## config.mk

```make
export PLATFORM = sky130hd
export DESIGN_NAME = nce_core
export DESIGN_NICKNAME = d
export VERILOG_FILES = /design/src/nce_sync.v /design/src/nce_tick.v /design/src/nce_core.v
export VERILOG_INCLUDE_DIRS = /design/src
export SDC_FILE = /design/constraint.sdc
export NUM_CORES = 1
export LEC_CHECK = 0
export BUFFER_PORTS_ARGS = -buffer_cell sky130_fd_sc_hd__buf_4
export CAP_MARGIN = 20
export CORE_ASPECT_RATIO = 1.5
export CORE_MARGIN = 5
export CORE_UTILIZATION = 50
export CTS_BUF_LIST = sky130_fd_sc_hd__clkbuf_2
export DETAILED_ROUTE_END_ITERATION = 7
export PLACE_DENSITY = 0.69
export SYNTH_ARGS = -nofsm -noshare
export SYNTH_HDL_FRONTEND = slang
export SYNTH_HIERARCHICAL = 1
export SYNTH_SLANG_ARGS = --single-unit
```

## constraint.sdc

```tcl
create_clock -name clock_in -period 4.75 [get_ports clock_in]
set_clock_uncertainty 0.05 [all_clocks]
set_input_delay 0.2375 -clock clock_in [delete_from_list [all_inputs] [get_ports clock_in]]
set_output_delay 0.2375 -clock clock_in [all_outputs]
set_load 0.1 [all_outputs]
```

## src/nce_map.vh

```
// Purpose: Opcodes, field positions and counts for the nibble execute core.
// Assumes: Included by nce_core.v only.
// Notes:   Opcode bytes are matched with casez against the first instruction byte.
`ifndef NCE_MAP_VH
`define NCE_MAP_VH
`define NCE_CYCLE_DIV      8'd4
`define NCE_PC_W           11
`define NCE_OP_LOAD        8'b0010_0001
`define NCE_OP_XMOD        8'b1010_0???
`define NCE_OP_XINC        8'b1111_1110
`define NCE_OP_XDEC        8'b1111_1111
`define NCE_OP_TABLE       8'b0110_0011
`define NCE_OP_LDZ         8'b1000_????
`define NCE_OP_PINC        8'b1110_1110
`define NCE_OP_PDEC        8'b1110_1111
`define NCE_OP_XACC        8'b1110_00??
`define NCE_OP_XHIGH       8'b1111_?100
`define NCE_OP_XLOW        8'b1111_?000
`define NCE_OP_BFSET       8'b1101_????
`define NCE_OP_BFCLR       8'b1001_????
`define NCE_OP_LJMP        8'b0110_1???
`define NCE_OP_CJMP        8'b1111_1010
`define NCE_OP_ZCALL       8'b1011_????
`define NCE_OP_LCALL       8'b1010_1???
`define NCE_OP_RET         8'b0110_0010
`define NCE_OP_RETI        8'b0100_0010
`define NCE_OP_BTSET       8'b0111_1100
`define NCE_OP_BTCLR       8'b0011_1100
`define NCE_OP_BRSET       8'b0111_1101
`define NCE_OP_BRCLR       8'b0011_1101
`define NCE_OP_BCSET       8'b0111_1111
`define NCE_OP_BCCLR       8'b0011_1111
`define NCE_OP_BZSET       8'b0111_1110
`define NCE_OP_BZCLR       8'b0011_1110
`define NCE_OP_PBSET       8'b0000_01??
`define NCE_OP_PBRST       8'b0010_01??
`define NCE_OP_CSET        8'b0001_1100
`define NCE_OP_CRST        8'b0010_1100
`define NCE_OP_TWRITE      8'b1111_1001
`define NCE_OP_LIMM        8'b1100_????
`endif

```

## src/nce_sync.v

```verilog
// Purpose: Two flip-flop synchroniser for asynchronous levels.
// Assumes: Destination clock is clk_in.
// Notes:   The first stage is read only by the second stage.
`timescale 1ns/100ps
module nce_sync #(
    parameter W   = 1,
    parameter RST = 1'b0
) (
    input  wire         clk_in,
    input  wire         nrst_in,
    input  wire [W-1:0] d_in,
    output wire [W-1:0] q_out
);
    reg [W-1:0] meta_ff;
    reg [W-1:0] hold_ff;
    always @(posedge clk_in or negedge nrst_in) begin
        if (!nrst_in) begin
            meta_ff <= {W{RST}};
            hold_ff <= {W{RST}};
        end else begin
            meta_ff <= d_in;
            hold_ff <= meta_ff;
        end
    end
    assign q_out = hold_ff;
endmodule

```

## src/nce_tick.v

```verilog
// Purpose: Machine-cycle enable divider.
// Assumes: DIV is at least 1.
// Notes:   Emits a one-cycle pulse every DIV clocks.
`timescale 1ns/100ps
module nce_tick #(
    parameter [7:0] DIV = 8'd4
) (
    input  wire clk_in,
    input  wire nrst_in,
    output reg  tick_out
);
    reg [7:0] cnt_ff;
    always @(posedge clk_in or negedge nrst_in) begin
        if (!nrst_in) begin
            cnt_ff   <= 8'h00;
            tick_out <= 1'b0;
        end else if (cnt_ff >= DIV - 8'd1) begin
            cnt_ff   <= 8'h00;
            tick_out <= 1'b1;
        end else begin
            cnt_ff   <= cnt_ff + 8'd1;
            tick_out <= 1'b0;
        end
    end
endmodule

```

## src/nce_core.v

```verilog
// Purpose: Execute core for a subset of a 4-bit microcontroller instruction set.
// Assumes: Program memory answers rom_data_in for rom_addr_out within one machine cycle.
// Notes:   One machine cycle per tick; data memory and stack live inside this module.
`timescale 1ns/100ps
`include "nce_map.vh"
module nce_core #(
    parameter RAM_AW = 7
) (
    input  wire        clock_in,
    input  wire        nrst_in,
    input  wire [7:0]  rom_data_in,
    input  wire [15:0] flag_bits_in,
    input  wire        saved_carry_in,
    input  wire        saved_zero_in,
    input  wire        timer_overflow_in,
    input  wire        ext_request_in,
    input  wire [3:0]  port_pins_in,
    output wire [10:0] rom_addr_out,
    output wire [3:0]  accumulator_nibble_out,
    output wire [3:0]  extension_out,
    output wire [3:0]  pointer_high_nibble_out,
    output wire [3:0]  pointer_low_nibble_out,
    output wire        carry_flag_out,
    output wire        zero_flag_out,
    output wire        timer_overflow_flag_out,
    output wire        external_request_flag_out,
    output wire [3:0]  control_register_out,
    output wire [7:0]  timer_value_out,
    output wire        timer_load_out,
    output wire [3:0]  port_addr_out,
    output wire [3:0]  port_data_out,
    output wire        port_write_out
);
    localparam S_OP  = 1'b0;
    localparam S_TWO = 1'b1;

    wire        rst_n;
    wire        tick;
    wire [3:0]  pins_s;
    wire        req_s;
    reg         req_d_ff;
    reg         state_ff;
    reg  [7:0]  op_ff;
    reg  [10:0] pc_ff;
    reg  [10:0] rom_addr_ff;
    reg  [3:0]  ac_ff;
    reg  [3:0]  e_ff;
    reg  [3:0]  dph_ff;
    reg  [3:0]  dpl_ff;
    reg         cf_ff;
    reg         zf_ff;
    reg         tmf_ff;
    reg         external_request_flag_ff;
    reg  [3:0]  ctl_ff;
    reg  [7:0]  tm_ff;
    reg         tm_load_ff;
    reg  [3:0]  port_addr_ff;
    reg  [3:0]  port_data_ff;
    reg         port_wr_ff;
    reg         li_run_ff;
    reg  [1:0]  sp_ff;
    reg  [10:0] stack_mem [0:3];
    reg  [3:0]  ram_mem [0:(1<<RAM_AW)-1];
    reg  [3:0]  work_a [0:3];
    reg  [3:0]  work_h [0:1];
    reg  [3:0]  work_l [0:1];
    integer     i;

    // The pointer is eight bits wide; only the implemented memory depth is decoded.
    wire [7:0]  dp_full = {dph_ff, dpl_ff};
    wire [RAM_AW-1:0] ram_addr = dp_full[RAM_AW-1:0];
    wire [3:0]  mem_val = ram_mem[ram_addr];
    wire [7:0]  op      = rom_data_in;
    wire [10:0] pc_inc  = pc_ff + 11'd1;
    wire [10:0] pc_two  = pc_ff + 11'd2;
    wire [10:0] page_br = {pc_ff[10:8], rom_data_in};
    wire [3:0]  dpl_inc = dpl_ff + 4'd1;
    wire [3:0]  dpl_dec = dpl_ff - 4'd1;
    wire [3:0]  dph_xor = dph_ff ^ {1'b0, op_ff[2:0]};
    wire [3:0]  ctl_clr = ctl_ff & ~rom_data_in[3:0];
    wire [1:0]  sp_pop  = sp_ff - 2'd1;

    nce_sync #(.W(1), .RST(1'b0)) u_rst (
        .clk_in  (clock_in),
        .nrst_in (nrst_in),
        .d_in    (1'b1),
        .q_out   (rst_n)
    );

    nce_sync #(.W(5), .RST(1'b0)) u_pins (
        .clk_in  (clock_in),
        .nrst_in (rst_n),
        .d_in    ({ext_request_in, port_pins_in}),
        .q_out   ({req_s, pins_s})
    );

    nce_tick #(.DIV(`NCE_CYCLE_DIV)) u_tick (
        .clk_in   (clock_in),
        .nrst_in  (rst_n),
        .tick_out (tick)
    );

    // Taken branches stay in the current page.
    function taken_cond;
        input [7:0]  code;
        input [15:0] fl;
        input        tf;
        input        xf;
        input        cf;
        input        zf;
        begin
            casez (code)
                `NCE_OP_BFSET: taken_cond = fl[code[3:0]];
                `NCE_OP_BFCLR: taken_cond = ~fl[code[3:0]];
                `NCE_OP_BTSET: taken_cond = tf;
                `NCE_OP_BTCLR: taken_cond = ~tf;
                `NCE_OP_BRSET: taken_cond = xf;
                `NCE_OP_BRCLR: taken_cond = ~xf;
                `NCE_OP_BCSET: taken_cond = cf;
                `NCE_OP_BCCLR: taken_cond = ~cf;
                `NCE_OP_BZSET: taken_cond = zf;
                `NCE_OP_BZCLR: taken_cond = ~zf;
                default:       taken_cond = 1'b0;
            endcase
        end
    endfunction

    // Data memory has no reset, as the real array powers up undefined.
    always @(posedge clock_in) begin
        if (tick && state_ff == S_OP) begin
            casez (op)
                `NCE_OP_XMOD, `NCE_OP_XINC, `NCE_OP_XDEC: begin
                    ram_mem[ram_addr] <= ac_ff;
                end
                default: begin
                end
            endcase
        end
    end

    always @(posedge clock_in or negedge rst_n) begin
        if (!rst_n) begin
            state_ff     <= S_OP;
            op_ff        <= 8'h00;
            pc_ff        <= 11'h000;
            rom_addr_ff  <= 11'h000;
            ac_ff        <= 4'h0;
            e_ff         <= 4'h0;
            dph_ff       <= 4'h0;
            dpl_ff       <= 4'h0;
            cf_ff        <= 1'b0;
            zf_ff        <= 1'b0;
            tmf_ff       <= 1'b0;
            external_request_flag_ff      <= 1'b0;
            ctl_ff       <= 4'h0;
            tm_ff        <= 8'h00;
            tm_load_ff   <= 1'b0;
            port_addr_ff <= 4'h0;
            port_data_ff <= 4'h0;
            port_wr_ff   <= 1'b0;
            li_run_ff    <= 1'b0;
            sp_ff        <= 2'd0;
            req_d_ff     <= 1'b0;
            for (i = 0; i < 4; i = i + 1) begin
                stack_mem[i] <= 11'h000;
                work_a[i]    <= 4'h0;
            end
            for (i = 0; i < 2; i = i + 1) begin
                work_h[i] <= 4'h0;
                work_l[i] <= 4'h0;
            end
        end else begin
            tm_load_ff <= 1'b0;
            port_wr_ff <= 1'b0;
            req_d_ff   <= req_s;
            if (tick && state_ff == S_OP) begin
                op_ff       <= op;
                pc_ff       <= pc_inc;
                rom_addr_ff <= pc_inc;
                li_run_ff   <= 1'b0;
                casez (op)
                    `NCE_OP_LIMM: begin
                        li_run_ff <= 1'b1;
                        if (!li_run_ff) begin
                            ac_ff <= op[3:0];
                            zf_ff <= (op[3:0] == 4'h0);
                        end
                    end
                    `NCE_OP_LOAD: begin
                        ac_ff <= mem_val;
                        zf_ff <= (mem_val == 4'h0);
                    end
                    `NCE_OP_XMOD, `NCE_OP_XINC, `NCE_OP_XDEC: begin
                        ac_ff    <= mem_val;
                        state_ff <= S_TWO;
                    end
                    `NCE_OP_TABLE: begin
                        rom_addr_ff <= {pc_ff[10:8], e_ff, ac_ff};
                        state_ff    <= S_TWO;
                    end
                    `NCE_OP_LDZ: begin
                        dph_ff <= 4'h0;
                        dpl_ff <= op[3:0];
                    end
                    `NCE_OP_PINC: begin
                        dpl_ff <= dpl_inc;
                        zf_ff  <= (dpl_inc == 4'h0);
                    end
                    `NCE_OP_PDEC: begin
                        dpl_ff <= dpl_dec;
                        zf_ff  <= (dpl_dec == 4'h0);
                    end
                    `NCE_OP_XACC: begin
                        ac_ff            <= work_a[op[1:0]];
                        work_a[op[1:0]]  <= ac_ff;
                    end
                    `NCE_OP_XHIGH: begin
                        dph_ff        <= work_h[op[3]];
                        work_h[op[3]] <= dph_ff;
                    end
                    `NCE_OP_XLOW: begin
                        dpl_ff        <= work_l[op[3]];
                        work_l[op[3]] <= dpl_ff;
                    end
                    `NCE_OP_CJMP: begin
                        pc_ff       <= {pc_ff[10:8], e_ff, ac_ff};
                        rom_addr_ff <= {pc_ff[10:8], e_ff, ac_ff};
                    end
                    `NCE_OP_ZCALL: begin
                        stack_mem[sp_ff] <= pc_inc;
                        sp_ff            <= sp_ff + 2'd1;
                        pc_ff            <= {5'b00000, op[3:0], 2'b00};
                        rom_addr_ff      <= {5'b00000, op[3:0], 2'b00};
                    end
                    `NCE_OP_RET: begin
                        sp_ff       <= sp_pop;
                        pc_ff       <= stack_mem[sp_pop];
                        rom_addr_ff <= stack_mem[sp_pop];
                    end
                    `NCE_OP_RETI: begin
                        sp_ff       <= sp_pop;
                        pc_ff       <= stack_mem[sp_pop];
                        rom_addr_ff <= stack_mem[sp_pop];
                        cf_ff       <= saved_carry_in;
                        zf_ff       <= saved_zero_in;
                    end
                    `NCE_OP_PBSET, `NCE_OP_PBRST: begin
                        e_ff     <= pins_s;
                        state_ff <= S_TWO;
                    end
                    `NCE_OP_TWRITE: begin
                        tm_ff      <= {e_ff, ac_ff};
                        tm_load_ff <= 1'b1;
                        tmf_ff     <= 1'b0;
                    end
                    `NCE_OP_BFSET, `NCE_OP_BFCLR, `NCE_OP_LJMP, `NCE_OP_LCALL,
                    `NCE_OP_BTSET, `NCE_OP_BTCLR, `NCE_OP_BRSET, `NCE_OP_BRCLR,
                    `NCE_OP_BCSET, `NCE_OP_BCCLR, `NCE_OP_BZSET, `NCE_OP_BZCLR,
                    `NCE_OP_CSET, `NCE_OP_CRST: begin
                        state_ff <= S_TWO;
                    end
                    default: begin
                    end
                endcase
            end else if (tick) begin
                state_ff    <= S_OP;
                pc_ff       <= pc_inc;
                rom_addr_ff <= pc_inc;
                casez (op_ff)
                    `NCE_OP_XMOD: begin
                        pc_ff       <= pc_ff;
                        rom_addr_ff <= pc_ff;
                        dph_ff      <= dph_xor;
                        zf_ff       <= (dph_xor == 4'h0);
                    end
                    `NCE_OP_XINC: begin
                        pc_ff       <= pc_ff;
                        rom_addr_ff <= pc_ff;
                        dpl_ff      <= dpl_inc;
                        zf_ff       <= (dpl_inc == 4'h0);
                    end
                    `NCE_OP_XDEC: begin
                        pc_ff       <= pc_ff;
                        rom_addr_ff <= pc_ff;
                        dpl_ff      <= dpl_dec;
                        zf_ff       <= (dpl_dec == 4'h0);
                    end
                    `NCE_OP_TABLE: begin
                        pc_ff       <= pc_ff;
                        rom_addr_ff <= pc_ff;
                        e_ff        <= rom_data_in[7:4];
                        ac_ff       <= rom_data_in[3:0];
                    end
                    `NCE_OP_PBSET, `NCE_OP_PBRST: begin
                        pc_ff        <= pc_ff;
                        rom_addr_ff  <= pc_ff;
                        port_addr_ff <= dpl_ff;
                        port_wr_ff   <= 1'b1;
                        if (op_ff[5] == 1'b0) begin
                            port_data_ff <= e_ff | (4'h1 << op_ff[1:0]);
                        end else begin
                            port_data_ff <= e_ff & ~(4'h1 << op_ff[1:0]);
                            zf_ff        <= ((e_ff & ~(4'h1 << op_ff[1:0])) == 4'h0);
                        end
                    end
                    `NCE_OP_LJMP: begin
                        pc_ff       <= {op_ff[2:0], rom_data_in};
                        rom_addr_ff <= {op_ff[2:0], rom_data_in};
                    end
                    `NCE_OP_LCALL: begin
                        stack_mem[sp_ff] <= pc_inc;
                        sp_ff            <= sp_ff + 2'd1;
                        pc_ff            <= {op_ff[2:0], rom_data_in};
                        rom_addr_ff      <= {op_ff[2:0], rom_data_in};
                    end
                    `NCE_OP_CSET: begin
                        ctl_ff <= ctl_ff | rom_data_in[3:0];
                    end
                    `NCE_OP_CRST: begin
                        ctl_ff <= ctl_clr;
                        zf_ff  <= (ctl_clr == 4'h0);
                    end
                    default: begin
                        if (taken_cond(op_ff, flag_bits_in, tmf_ff, external_request_flag_ff, cf_ff, zf_ff)) begin
                            pc_ff       <= page_br;
                            rom_addr_ff <= page_br;
                        end
                        casez (op_ff)
                            `NCE_OP_BTSET, `NCE_OP_BTCLR: begin
                                tmf_ff <= 1'b0;
                            end
                            `NCE_OP_BRSET, `NCE_OP_BRCLR: begin
                                external_request_flag_ff <= 1'b0;
                            end
                            default: begin
                            end
                        endcase
                    end
                endcase
            end
            // A flag event arriving with a clear must not be lost.
            if (timer_overflow_in) begin
                tmf_ff <= 1'b1;
            end
            if (req_s && !req_d_ff) begin
                external_request_flag_ff <= 1'b1;
            end
        end
    end

    assign rom_addr_out              = rom_addr_ff;
    assign accumulator_nibble_out    = ac_ff;
    assign extension_out             = e_ff;
    assign pointer_high_nibble_out   = dph_ff;
    assign pointer_low_nibble_out    = dpl_ff;
    assign carry_flag_out            = cf_ff;
    assign zero_flag_out             = zf_ff;
    assign timer_overflow_flag_out   = tmf_ff;
    assign external_request_flag_out = external_request_flag_ff;
    assign control_register_out      = ctl_ff;
    assign timer_value_out           = tm_ff;
    assign timer_load_out            = tm_load_ff;
    assign port_addr_out             = port_addr_ff;
    assign port_data_out             = port_data_ff;
    assign port_write_out            = port_wr_ff;
endmodule

```

Word-level counts from Yosys, hierarchy flattened
Memories as Yosys holds them, arrays and structs flattened.
Index checks and enable logic that the tools add are counted.
{ "word_totals": {"mem_count": 1, "ff_bits": 174, "latch_bits": 0, "mem_bits_rw": 512, "out_inout_bits": 53, "wordCells": 291, "romBits": 0} }
{ "memory_table": {"columns": ["name", "words", "word_bits", "rd", "rd_clocked_by_memory_dff", "write_ports", "line_no", "rtl"], "rows": [
  ["ram_mem", 128, 4, 1, 0, 1, "nce_core.v:63", "reg [3:0] ram_mem [0:(1<<RAM_AW)-1];"]
]} }
{ "classes": {"shifts": 1, "multipliers": 0, "div": 0, "addsub": 6, "n_mux": 93, "n_lt_le_gt_ge": 9, "bitwise": 18, "reduce_logical": 55, "eq_ne": 68} }
{ "op_table": {"columns": ["op", "count"], "rows": [
  ["two-way mux 44 bit", 4],
  ["one-hot mux 11 bit (3 select lines)", 3],
  ["equality test 8 x 7 -> 1 bit, second input constant", 12],
  ["two-way mux 4 bit", 24],
  ["equality test 8 x 6 -> 1 bit, second input constant", 11],
  ["two-way mux 11 bit", 7],
  ["equality test 8 bit, second input constant", 8],
  ["bitwise mux 44 bit", 1],
  ["two-way mux 1 bit", 32],
  ["equality test 4 bit, second input constant", 7],
  ["logical NOT 4 bit", 7],
  ["one-hot mux 4 bit (2 select lines)", 3],
  ["binary-select mux 11 bit (select 2 bit)", 1],
  ["demux 11 bit (select 2 bit)", 1],
  ["AND reduction 3 bit", 7],
  ["equality test 5 bit, second input constant", 4],
  ["OR reduction 20 bit", 1],
  ["bitwise mux 16 bit", 1],
  ["bitwise mux 8 bit", 2],
  ["equality test 8 x 5 -> 1 bit, second input constant", 2],
  ["one-hot mux 4 bit (4 select lines)", 1],
  ["OR reduction 2 bit", 8],
  ["equality test 7 bit, second input constant", 2],
  ["AND reduction 2 bit", 7],
  ["other kinds (53)", 94]
]} }

Depth between registers and ports, before layout
Gate-level depths: netlist (run 1).
{ "depth": {"word_depth": 11, "depth_mapped": 14, "mapped_depth_nobuf": 10} }

Hierarchy
Netlist (run 1), hierarchy kept.
{ "modules_own_cells": {"columns": ["module", "area_per_inst_um2", "cells_each", "seq_area_each_um2", "instances"], "rows": [
  ["nce_core", 28954.0, 2107, 19203.4, 1],
  ["nce_tick", 284.0, 17, 225.2, 1],
  ["nce_sync (u_pins)", 250.2, 10, 250.2, 1],
  ["nce_sync (u_rst)", 50.0, 2, 50.0, 1]
]} }

Worst setup path before layout (run 1)
No wires, ideal clock.
{ "synth_path": {"path_type": "reg2reg", "from": "register dpl_ff[0], in the netlist pointer_low_nibble_out[0]", "to": "register zf_ff, in the netlist zero_flag_out", "n_path_buf": 4, "stages_incl_launch_ff": 14, "arrival_time_ns": 3.425, "slack_ns": 1.210, "cell_sequence": "dfrtp_1 -> buf_2 -> buf_4 -> clkinv_1 -> buf_2 -> clkbuf_1 -> ha_1 -> o41ai_1 -> nand3_1 -> a21oi_1 -> o311ai_0 -> nor2_1 -> and3_1 -> a31o_2"} }
{ "synth_via": {"elab_chain_cells": 5, "word_cells_on_any_way": 10} }
{ "synth_rtl": {"columns": ["element", "line_no", "rtl"], "rows": [
  ["start: declaration", "nce_core.v:49", "reg [3:0] dpl_ff;"],
  ["start signal: assignment", "nce_core.v:203", "dpl_ff <= op[3:0];"],
  ["start signal: assignment", "nce_core.v:206", "dpl_ff <= dpl_inc;"],
  ["start signal: assignment", "nce_core.v:210", "dpl_ff <= dpl_dec;"],
  ["parallel branches: the longest is 4 deep, another holds memory (128 x 4 bit)", null, null],
  ["two-way mux 1 bit (*)", "nce_core.v:176", "if (tick && state_ff == S_OP) begin"],
  ["end signal: assignment", "nce_core.v:211", "zf_ff <= (dpl_dec == 4'h0);"],
  ["end signal: assignment", "nce_core.v:274", "zf_ff <= (dph_xor == 4'h0);"],
  ["end signal: assignment", "nce_core.v:286", "zf_ff <= (dpl_dec == 4'h0);"],
  ["end: declaration", "nce_core.v:51", "reg zf_ff;"]
]} }
Every way passes the cells marked *. The select of a mux whose other input is x is not followed.
A chain may end at the register's enable or synchronous reset.

Worst setup path in the final report (run 1)
{ "layout_path": {"from": "register dpl_ff[2], in the netlist pointer_low_nibble_out[2]", "to": "register zf_ff, in the netlist zero_flag_out"} }
Same word-level chain as after synthesis.

==> qor.tcl, run 1 <==
set qor(run_status) {finished, final reports clean}
set qor(syn_inst) 2136
set qor(critical_path.top_delay_family) {compound AO/OA/AOI/OAI gates}
set qor(slew_headroom) 0.177
set qor(critical_setup_path_kind) {flop to flop}
set qor(critPathBufInv) 1
set qor(grt_first_pass_wirelength_mm) 134
set qor(dp_hpwl_mm) 58.1
set qor(drt_pass1_iterations) 8
set qor(multiInputGateArea_sq_mm) 0.00912
set qor(layout-drive-gt1-share) 0.231
set qor(chipHeight_um) 308
set qor(routed-via-count) 20800
set qor(cts.hold.buffers_added) 37
set qor(whs_ns) 0.119
set qor(synthDominantCellAreaShare) 0.521
set qor(routed_wl_mm) 89.9
set qor(critical-path-max-stage-delay_ns) 0.76
set qor(die-area_sq_mm) 0.0641
set qor(clock-root-buffer) {sky130_fd_sc_hd__clkbuf_2}
set qor(number_of_buffers_inserted_during_clock_tree_synthesis) 158
set qor(avgRoutedWirePerCell_um) 27.7
set qor(async_flop_share) 0.254
set qor(holdCritPathClass) {flop to async pin}
set qor(antenna_violations_before_repair) 1
set qor(numClockSinks) 686
set qor(cts_post_setup_buffers_inserted) 0
set qor(critical_path_required_ns) 5.78
set qor(grt_pass1_vias) 21100
set qor(fp-row-count) 109
set qor(final_number_of_setup_violating_endpoints) 0
set qor(nFillCells) 4828
set qor(core_sq_mm) 0.0588
set qor(fin_nets) 2397
set qor(io_pins) 87
set qor(critical_path.startpoint_type) {flop}
set qor(yosys_warnings) 6
set qor(drtIter0Drc) 2339
set qor(portBuffers) 86
set qor(layout_worst_path_cycle_share) 0.793
set qor(netlist.top_cell.by_area) {sky130_fd_sc_hd__edfxtp_1}
set qor(worstSetupEndpointType) {flop}
set qor(setup_tns_ns) 0
set qor(tritoncts) {built}
set qor(timing_hold_violations_final) 0
set qor(clk_pin_slew_ns) 0.11
set qor(design_power_total_mw) 18.1
set qor(timing_worst_slew_pin_value_ns) 1.23
set qor(arrival_ns) 4.80
set qor(drc_errors) 0
set qor(power-per-cell-area_mw_per_mm2) 548
set qor(largest_net_degree_at_the_start_of_global_routing) 87
set qor(gp_congestion) 0.963
set qor(rsz0062_at_grt) {no}
set qor(grt_util_all_layers) 0.277
set qor(global_route.overflow_total) 0
set qor(synth-edff-count) 512
set qor(timing.critical_path.cells) {buf_4 > and3b_1 > a222oi_1 > o311ai_0 > a221oi_1 > o311a_1 > and3_1 > a31o_2}
set qor(synth.lib_cells_used.distinct) 77
set qor(seqCellArea_sq_mm) 0.0198
set qor(drv_slew) 0
set qor(final_antenna_net_count) 0
set qor(cts_buffer_depth) 3
set qor(achievable-frequency_mhz) 265
set qor(max_cap_viol_count) 0
set qor(cts_htree_levels) 4
set qor(initial_utilization) 0.503
set qor(crit_slowest_cell) {sky130_fd_sc_hd__and3b_1}
set qor(synth_seq_cells) 686
set qor(vias_per_cell) 6.40
set qor(layout-area-overhead-vs-synth_pct) 12.0
set qor(clkLatencyLatePin_ns) 1.21
set qor(die_width_um) 208
set qor(synth_top_cells_by_area) {sky130_fd_sc_hd__edfxtp_1 52%, sky130_fd_sc_hd__dfrtp_1 15%, sky130_fd_sc_hd__mux4_2 4.8%}
set qor(postSynth.topFlopCell) {sky130_fd_sc_hd__edfxtp_1}
set qor(post_cts_sizing_count) 0
set qor(leakagePower_nw) 12.0
set qor(syn_avg_cell_area_sq_um) 13.8
set qor(sequential_share_of_the_synthesized_area) 0.668
set qor(post-route-min-period_ns) 3.77
set qor(ir_worst_vdd_mv) 0.278
set qor(timing.critical_path.fanout_max) 32
set qor(synth_area_sq_mm) 0.0295
registers in the layout, indices dropped and copies added (netlist names), 5 cells and up, named ones only:
signal           count
stack_mem           44
u_tick/cnt_ff        8
work_l               8
work_h               8
pc_ff               11
ram_mem            512
work_a              16
u_pins/q_out         5
timer_value_out      8
u_pins/meta_ff       5
op_ff                8
rom_addr_out        11
per-stage QoR:
step	setup WS, ns	std cells	util	instance area [sq um]
3_5_place_dp	1.11	2932	0.531	31200
6_report	0.983	3244	0.563	33100
4_1_cts	1.08	3240	0.562	33100
5_1_grt	0.840	3242	0.563	33100
2_1_floorplan	1.21	2141	-	29600
3_3_place_gp	1.06	2931	0.530	31200
power by group:
part / total, mW / switching (mW) / internal, mW
combinational: 6.20 / 4.24 / 1.96
clock: 3.90 / 2.30 / 1.61
sequential: 8.02 / 0.787 / 7.24
layout by cell type (no fill, tap or decap), types with 8 or more instances in the layout:
cell                              n
sky130_fd_sc_hd__a221o_1         12
sky130_fd_sc_hd__o22ai_1         22
sky130_fd_sc_hd__a221oi_1        76
sky130_fd_sc_hd__nor2_1         235
sky130_fd_sc_hd__mux2_2          87
sky130_fd_sc_hd__a22o_1          13
sky130_fd_sc_hd__dfrtp_1        166
sky130_fd_sc_hd__o211ai_1        18
sky130_fd_sc_hd__and3_1          12
sky130_fd_sc_hd__nand3_1         32
sky130_fd_sc_hd__xnor2_1         12
sky130_fd_sc_hd__o21ai_0        108
sky130_fd_sc_hd__buf_4          156
sky130_fd_sc_hd__edfxtp_1       512
sky130_fd_sc_hd__a31oi_1         13
sky130_fd_sc_hd__inv_1           26
sky130_fd_sc_hd__mux4_2          63
sky130_fd_sc_hd__ha_1            10
sky130_fd_sc_hd__clkbuf_2       214
sky130_fd_sc_hd__nand2_1        172
sky130_fd_sc_hd__nand2b_1        10
sky130_fd_sc_hd__a222oi_1        11
sky130_fd_sc_hd__nor3_1          21
sky130_fd_sc_hd__nand4_1         11
sky130_fd_sc_hd__a211oi_1        18
sky130_fd_sc_hd__clkinv_1        42
sky130_fd_sc_hd__a22oi_1         36
sky130_fd_sc_hd__xor2_1          12
sky130_fd_sc_hd__a21oi_1         80
sky130_fd_sc_hd__nor2b_1         18
sky130_fd_sc_hd__dlygate4sd3_1   37
sky130_fd_sc_hd__mux2i_1         47
sky130_fd_sc_hd__dfrtp_4          8
path summary, 6_finish.rpt:
path	slack, ns	depth (start not counted)	start	end
worst max register to register	0.98	8	pointer_low_nibble_out[2]	zero_flag_out
worst max-delay path	0.98	8	pointer_low_nibble_out[2]	zero_flag_out
worst min register to register	0.12	0	u_rst/q_out	port_addr_out[3]
worst min-delay path	0.12	0	u_rst/q_out	port_addr_out[3]
min in group clock_in	0.12	6	rom_data_in[5]	state_ff
max in group asynchronous	3.32	2	u_rst/q_out	stack_mem[0]
worst register-to-register path: cells and delay by family, from the launching register on:
family / cells / cell delay (ns)
AO/OA/AOI/OAI: 5 / 1.49
AND/OR/NAND/NOR: 2 / 0.96
flip-flops: 1 / 0.65
buffers and inverters: 1 / 0.49
synth_stat cells, types with 10 or more instances:
| cell | count |
|---|---|
| sky130_fd_sc_hd__a211oi_1 | 18 |
| sky130_fd_sc_hd__a21oi_1 | 80 |
| sky130_fd_sc_hd__a221o_1 | 12 |
| sky130_fd_sc_hd__a221oi_1 | 76 |
| sky130_fd_sc_hd__a222oi_1 | 11 |
| sky130_fd_sc_hd__a22o_1 | 13 |
| sky130_fd_sc_hd__a22oi_1 | 36 |
| sky130_fd_sc_hd__a31oi_1 | 13 |
| sky130_fd_sc_hd__and3_1 | 12 |
| sky130_fd_sc_hd__buf_1 | 15 |
| sky130_fd_sc_hd__buf_2 | 38 |
| sky130_fd_sc_hd__clkbuf_1 | 86 |
| sky130_fd_sc_hd__dfrtp_1 | 174 |
| sky130_fd_sc_hd__edfxtp_1 | 512 |
| sky130_fd_sc_hd__ha_1 | 10 |
| sky130_fd_sc_hd__inv_1 | 26 |
| sky130_fd_sc_hd__mux2_2 | 87 |
| sky130_fd_sc_hd__mux2i_1 | 47 |
| sky130_fd_sc_hd__mux4_2 | 63 |
| sky130_fd_sc_hd__nand2_1 | 172 |
| sky130_fd_sc_hd__nand2b_1 | 10 |
| sky130_fd_sc_hd__nand3_1 | 32 |
| sky130_fd_sc_hd__nand4_1 | 11 |
| sky130_fd_sc_hd__nor2_1 | 236 |
| sky130_fd_sc_hd__nor2b_1 | 22 |
| sky130_fd_sc_hd__nor3_1 | 21 |
| sky130_fd_sc_hd__o211ai_1 | 18 |
| sky130_fd_sc_hd__o21ai_0 | 108 |
| sky130_fd_sc_hd__o22ai_1 | 22 |
| sky130_fd_sc_hd__xnor2_1 | 12 |
| sky130_fd_sc_hd__xor2_1 | 12 |
cell families after synthesis:
logic type / Yosys count / share of synthesized area
other: 2 / 0.000254
DFF: 686 / 0.668
xor gates and xnor gates: 25 / 0.00767
and+or+nand+nor: 560 / 0.0837
adders and majority gates: 11 / 0.00457
muxes: 198 / 0.0976
buffers and inverters: 173 / 0.0244
AOI/OAI and AO/OA: 481 / 0.114
cell type report:
type,count,area share
flip-flops and latches,686,0.597
multi-input cells,1282,0.276
repair buffers,197,0.0495
clock buffers,214,0.0324
well taps,777,0.0294
clock inverters,57,0.0127
inverters,28,0.00318
diodes,3,0.000227
metal layers:
| metal | part of all wire | up-vias | wire length [um] | GRT usage |
|---|---|---|---|---|
| li1 | - | 8792 | - | - |
| met2 | 0.50 | 1390 | 45000 | 0.476 |
| met4 | 0.075 | 0 | 6700 | 0.177 |
| met3 | 0.087 | 385 | 7820 | 0.0563 |
| met5 | 0 | - | 0 | 0 |
| met1 | 0.34 | 10200 | 30400 | 0.316 |
No activity file was read; power rests on OpenSTA's default activity.
==> run 2, diff against run 1 <==
--- a/config.mk
+++ b/config.mk
@@ -6,6 +6,7 @@
 export SDC_FILE = /design/constraint.sdc
 export NUM_CORES = 1
 export LEC_CHECK = 0
+export ABC_AREA = 1
 export BUFFER_PORTS_ARGS = -buffer_cell sky130_fd_sc_hd__buf_4
 export CAP_MARGIN = 20
 export CORE_ASPECT_RATIO = 1.5
@@ -13,7 +14,7 @@
 export CORE_UTILIZATION = 50
 export CTS_BUF_LIST = sky130_fd_sc_hd__clkbuf_2
 export DETAILED_ROUTE_END_ITERATION = 7
-export PLACE_DENSITY = 0.69
+export PLACE_DENSITY = 0.66
 export SYNTH_ARGS = -nofsm -noshare
 export SYNTH_HDL_FRONTEND = slang
 export SYNTH_HIERARCHICAL = 1
==> constraint.sdc (replaced) <==
create_clock -name clock_in -period 3.7 [get_ports clock_in]
set_clock_uncertainty 0.05 [all_clocks]
set_input_delay 0.185 -clock clock_in [delete_from_list [all_inputs] [get_ports clock_in]]
set_output_delay 0.185 -clock clock_in [all_outputs]
set_load 0.1 [all_outputs]
==> qor.tcl, run 2 <==
set qor(run_status) {finished, final reports clean} ;# unchanged
set qor(syn_inst) 3301 ;# was 2136
set qor(final_antenna_net_count) 0 ;# unchanged
set qor(holdCritPathClass) {input pin to flop} ;# was flop to async pin
set qor(critical_path_required_ns) 4.87 ;# was 5.78 ns
set qor(routed-via-count) 24500 ;# was 20.8k
set qor(dr_wl_met2_mm) 49.5 ;# was 45.0 mm
set qor(rsz0062_at_grt) {no} ;# unchanged
set qor(mostFrequentLayoutCell) {sky130_fd_sc_hd__nand2_1} ;# was sky130_fd_sc_hd__edfxtp_1
set qor(setup_tns_ns) 0 ;# unchanged
set qor(chipHeight_um) 316 ;# was 308 um
set qor(synth_area_sq_mm) 0.0313 ;# was 0.0295 sq mm
set qor(async_flop_share) 0.254 ;# unchanged
set qor(detailroute.wirelength.met3_mm) 6.05 ;# was 7.82 mm
set qor(total_switching_power_mw) 10.7 ;# was 7.32 mW
set qor(timing.hold.worst_path_depth) 8
set qor(drc_errors) 0 ;# unchanged
set qor(timing.critical_path.fanout_max) 9 ;# was 32
set qor(power-per-cell-area_mw_per_mm2) 698 ;# was 548 mW/mm^2
set qor(cts_htree_levels) 4 ;# unchanged
set qor(worst_hold_startpoint) {rom_data_in[2]}
set qor(clkLatencyLatePin_ns) 1.36 ;# was 1.21 ns
set qor(cellInternalPower_mw) 13.9 ;# was 10.8 mW
set qor(fin_nets) 3602 ;# was 2397
set qor(critical_setup_path_kind) {input pin to flop} ;# was flop to flop
set qor(clk_pin_slew_ns) 0.11 ;# about the same
set qor(worstSetupEndpointType) {flop} ;# unchanged
set qor(io_pins) 87 ;# unchanged
set qor(critical_path.startpoint) {rom_data_in[0]} ;# was pointer_low_nibble_out[2]
set qor(power_frac_comb) 0.382 ;# was 0.342
set qor(synth-edff-count) 512 ;# unchanged
set qor(post_synth_most_frequent_cells) {1116 x sky130_fd_sc_hd__nand2_1, 512 x sky130_fd_sc_hd__edfxtp_1, 340 x sky130_fd_sc_hd__nor2_1} ;# was 512 x sky130_fd_sc_hd__edfxtp_1, 236 x sky130_fd_sc_hd__nor2_1, 174 x sky130_fd_sc_hd__dfrtp_1
set qor(core_sq_mm) 0.0621 ;# was 0.0588 sq mm
set qor(final_area_sq_mm) 0.0352 ;# was 0.0331 sq mm
set qor(die-area_sq_mm) 0.0678 ;# was 0.0641 sq mm
set qor(grt_util_all_layers) 0.281 ;# was 0.277
set qor(number_of_buffers_inserted_during_clock_tree_synthesis) 162 ;# was 158
set qor(drv_slew) 0 ;# unchanged
set qor(reg2reg_setup_slack_ns) 0.26 ;# was 0.98 ns
set qor(nFillCells) 5584 ;# was 4828
set qor(routed_wl_mm) 95.7 ;# was 89.9 mm
set qor(cts_buffer_depth) 3 ;# unchanged
set qor(leakagePower_nw) 15.2 ;# was 12.0 nW
set qor(layout-drive-gt1-share) 0.140 ;# was 0.231
set qor(placement.cell_area_sq_mm) 0.0331 ;# was 0.0312 sq mm
set qor(critical_path.top_delay_family) {buffers and inverters} ;# was compound AO/OA/AOI/OAI gates
set qor(netlist.top_cell.by_area) {sky130_fd_sc_hd__edfxtp_1} ;# unchanged
set qor(ir_worst_vdd_mv) 0.426 ;# was 0.278 mV
set qor(syn_avg_cell_area_sq_um) 9.48 ;# was 13.8 sq um
set qor(worst-path-stages) 18 ;# was 8
set qor(yosys_warnings) 6 ;# unchanged
set qor(crit-reg2reg-launch) {op_ff[0]} ;# was pointer_low_nibble_out[2]
set qor(gp_congestion) 0.952 ;# was 0.963
set qor(antenna_violations_before_repair) 2 ;# was 1
set qor(portBuffers) 86 ;# unchanged
set qor(global_route.overflow_total) 0 ;# unchanged
set qor(grt_pass1_vias) 25100 ;# was 21.1k
set qor(critical-path-max-stage-delay_ns) 1.02 ;# was 0.76 ns
set qor(synth.lib_cells_used.distinct) 49 ;# was 77
set qor(post-route-min-period_ns) 3.56
set qor(die_width_um) 214 ;# was 208 um
set qor(design_power_total_mw) 24.6 ;# was 18.1 mW
set qor(final_number_of_setup_violating_endpoints) 0 ;# unchanged
set qor(layout-area-overhead-vs-synth_pct) 12.5 ;# was 12.0%
set qor(max_flop_register) {ram_mem} ;# unchanged
set qor(p_sw_frac) 0.435 ;# was 0.404
set qor(power_frac_seq) 0.412 ;# was 0.443
set qor(timing.critical_path.cells) {dlygate4sd3_1 > dlygate4sd3_1 > buf_4 > dlygate4sd3_1 > inv_2 > nand2_1 > inv_1 > nand3_2 > inv_1 > nor3_4 > nand2_1 > inv_2 > a21oi_1 > nor2_1 > nor2_1 > nand3_1 > o21ai_0 > inv_1} ;# was buf_4 > and3b_1 > a222oi_1 > o311ai_0 > a221oi_1 > o311a_1 > and3_1 > a31o_2
set qor(drt-met1-wl_mm) 34.6 ;# was 30.4 mm
set qor(layout.cells.most_common_list) {1116 x sky130_fd_sc_hd__nand2_1, 512 x sky130_fd_sc_hd__edfxtp_1, 337 x sky130_fd_sc_hd__nor2_1} ;# was 512 x sky130_fd_sc_hd__edfxtp_1, 235 x sky130_fd_sc_hd__nor2_1, 214 x sky130_fd_sc_hd__clkbuf_2
set qor(synthDominantCellAreaShare) 0.491 ;# was 0.521
set qor(numClockSinks) 686 ;# unchanged
set qor(dp_hpwl_mm) 62.9 ;# was 58.1 mm
set qor(topRoutingLayerUsed) {met4} ;# unchanged
set qor(postSynth.topFlopCell) {sky130_fd_sc_hd__edfxtp_1} ;# unchanged
set qor(vias_per_cell) 5.46 ;# was 6.40
set qor(timing_worst_slew_pin_value_ns) 1.07 ;# was 1.23 ns
set qor(place_ws_ns) 0.542 ;# was 1.11 ns
set qor(avgRoutedWirePerCell_um) 21.3 ;# was 27.7 um
set qor(multiInputGateArea_sq_mm) 0.00974 ;# was 0.00912 sq mm
set qor(critPathBufInv) 9 ;# was 1
set qor(timing_hold_violations_final) 0 ;# unchanged
set qor(synth_seq_cells) 686 ;# unchanged
set qor(layout_worst_path_cycle_share) 0.961
set qor(achievable-frequency_mhz) 281
set qor(yosysMostFrequentCell) {sky130_fd_sc_hd__nand2_1} ;# was sky130_fd_sc_hd__edfxtp_1
set qor(largest_net_degree_at_the_start_of_global_routing) 111 ;# was 87
set qor(synth_top_cells_by_area) {sky130_fd_sc_hd__edfxtp_1 49%, sky130_fd_sc_hd__dfrtp_1 14%, sky130_fd_sc_hd__nand2_1 13%} ;# was sky130_fd_sc_hd__edfxtp_1 52%, sky130_fd_sc_hd__dfrtp_1 15%, sky130_fd_sc_hd__mux4_2 4.8%
set qor(portion_of_total_power_attributed_to_the_clock_network) 0.206 ;# was 0.215
set qor(arrival_ns) 4.73 ;# was 4.80 ns
set qor(tritoncts) {built} ;# unchanged
set qor(crit_slowest_cell) {sky130_fd_sc_hd__dlygate4sd3_1} ;# was sky130_fd_sc_hd__and3b_1
set qor(slew_headroom) 0.289 ;# was 0.177
set qor(fp-row-count) 112 ;# was 109
set qor(number_of_flip_flops_under_the_largest_register_name) 512 ;# unchanged
set qor(drt_pass1_iterations) 8 ;# unchanged
set qor(seqCellArea_sq_mm) 0.0198 ;# about the same
set qor(critical_path.startpoint_type) {input pin} ;# was flop
set qor(grt_first_pass_wirelength_mm) 146 ;# was 134 mm
set qor(max_cap_viol_count) 0 ;# unchanged
set qor(reg2regPathDepth) 17 ;# was 8
set qor(sequential_share_of_the_synthesized_area) 0.630 ;# was 0.668
set qor(initial_utilization) 0.504 ;# was 0.503
set qor(timing.final.ws_setup_ns) 0.144 ;# was 0.983 ns
set qor(clock-root-buffer) {sky130_fd_sc_hd__clkbuf_2} ;# unchanged
set qor(drtIter0Drc) 1929 ;# was 2339
set qor(largestRegisters) {ram_mem (512), stack_mem (44), work_a (16)} ;# unchanged
run 2: cell count changes after synthesis, sizes merged, moves of 22 or more:
cell / before / now
nand3: 32 / 184
o211ai: 18 / 52
mux2: 88 / 5
nor2b: 22 / 0
buf: 59 / 87
or2: 2 / 24
mux4: 63 / 0
o21ai: 108 / 205
mux2i: 47 / 0
nand2: 172 / 1117
clkbuf: 86 / 55
inv: 26 / 303
a221oi: 76 / 5
nor2: 236 / 357
run 2: metrics by stage:
| step | hold WS (ns) | std cells | util |
|---|---|---|---|
| after floorplan | -0.161 | 3306 | - |
| after global placement | -0.0804 | 4133 | 0.533 |
| after detailed placement | -0.0812 | 4133 | 0.533 |
| after CTS | 0.00117 | 4481 | 0.566 |
| after global routing | 0.0600 | 4488 | 0.567 |
| final | 0.181 | 4488 | 0.567 |
run 2: power groups by stage:
stage / clock network, mW / registers [mW] / logic (mW)
after global routing: 5.63 / 10.2 / 10.2
final: 5.07 / 10.1 / 9.40
after global placement: 0 / 10.3 / 9.25
after CTS: 5.21 / 10.1 / 9.37
after floorplan: 0 / 11.5 / 4.70
after detailed placement: 0 / 10.3 / 9.29
run 2: path summary, 6_finish.rpt:
path	endpoint
max	rom_addr_out[2]
min in group asynchronous	u_rst/q_out
max in group asynchronous	rom_addr_out[10]
max reg2reg	rom_addr_out[10]
min	pc_ff[10]
min reg2reg	u_pins/q_out[4]
run 2: cells by family (layout without fill, tap and decap cells):
kind of cell             Yosys count  count (layout)  synth area share
other                              2               9          0.000240
adder cells (fa/ha/maj)           10              10           0.00400
buffers and inverters            449             831            0.0598
XOR/XNOR                          17              17           0.00476
multiplexers                       5               5           0.00180
flip-flops                       686             686             0.630
AO/OA/AOI/OAI                    405             405            0.0764
AND/OR/NAND/NOR                 1727            1727             0.223
run 2: metal layers:
metal,global-route usage,vias up
met3,0.0605,272
met4,0.158,0
li1,-,11500
met1,0.308,11700
met2,0.508,1051
met5,0,-
run 2: what timing repair did:
action	in CTS	in global routing
endpoints found under the hold margin	591	0
buffers inserted	0	5
resized for setup	0	3
endpoints found under the setup margin	0	17
hold buffers	54	0
run 2: worst min-delay path, cell delays in order:
cell and delay (ns):
sky130_fd_sc_hd__dlygate4sd3_1 0.53, sky130_fd_sc_hd__buf_4 0.18, sky130_fd_sc_hd__nor2_1 0.08, sky130_fd_sc_hd__nand3_2 0.20, sky130_fd_sc_hd__nand2_1 0.07, sky130_fd_sc_hd__nand2_1 0.10
sky130_fd_sc_hd__o21ai_0 0.09, sky130_fd_sc_hd__inv_1 0.05
run 2: area by class of cell:
class,instances,area share
Multi-Input combinational cell,2171,0.277
Inverter,307,0.0329
Clock buffer,244,0.0347
Clock inverter,50,0.00856
Tap cell,798,0.0284
Timing Repair Buffer,230,0.0576
Sequential cell,686,0.561
Antenna cell,2,0.000142
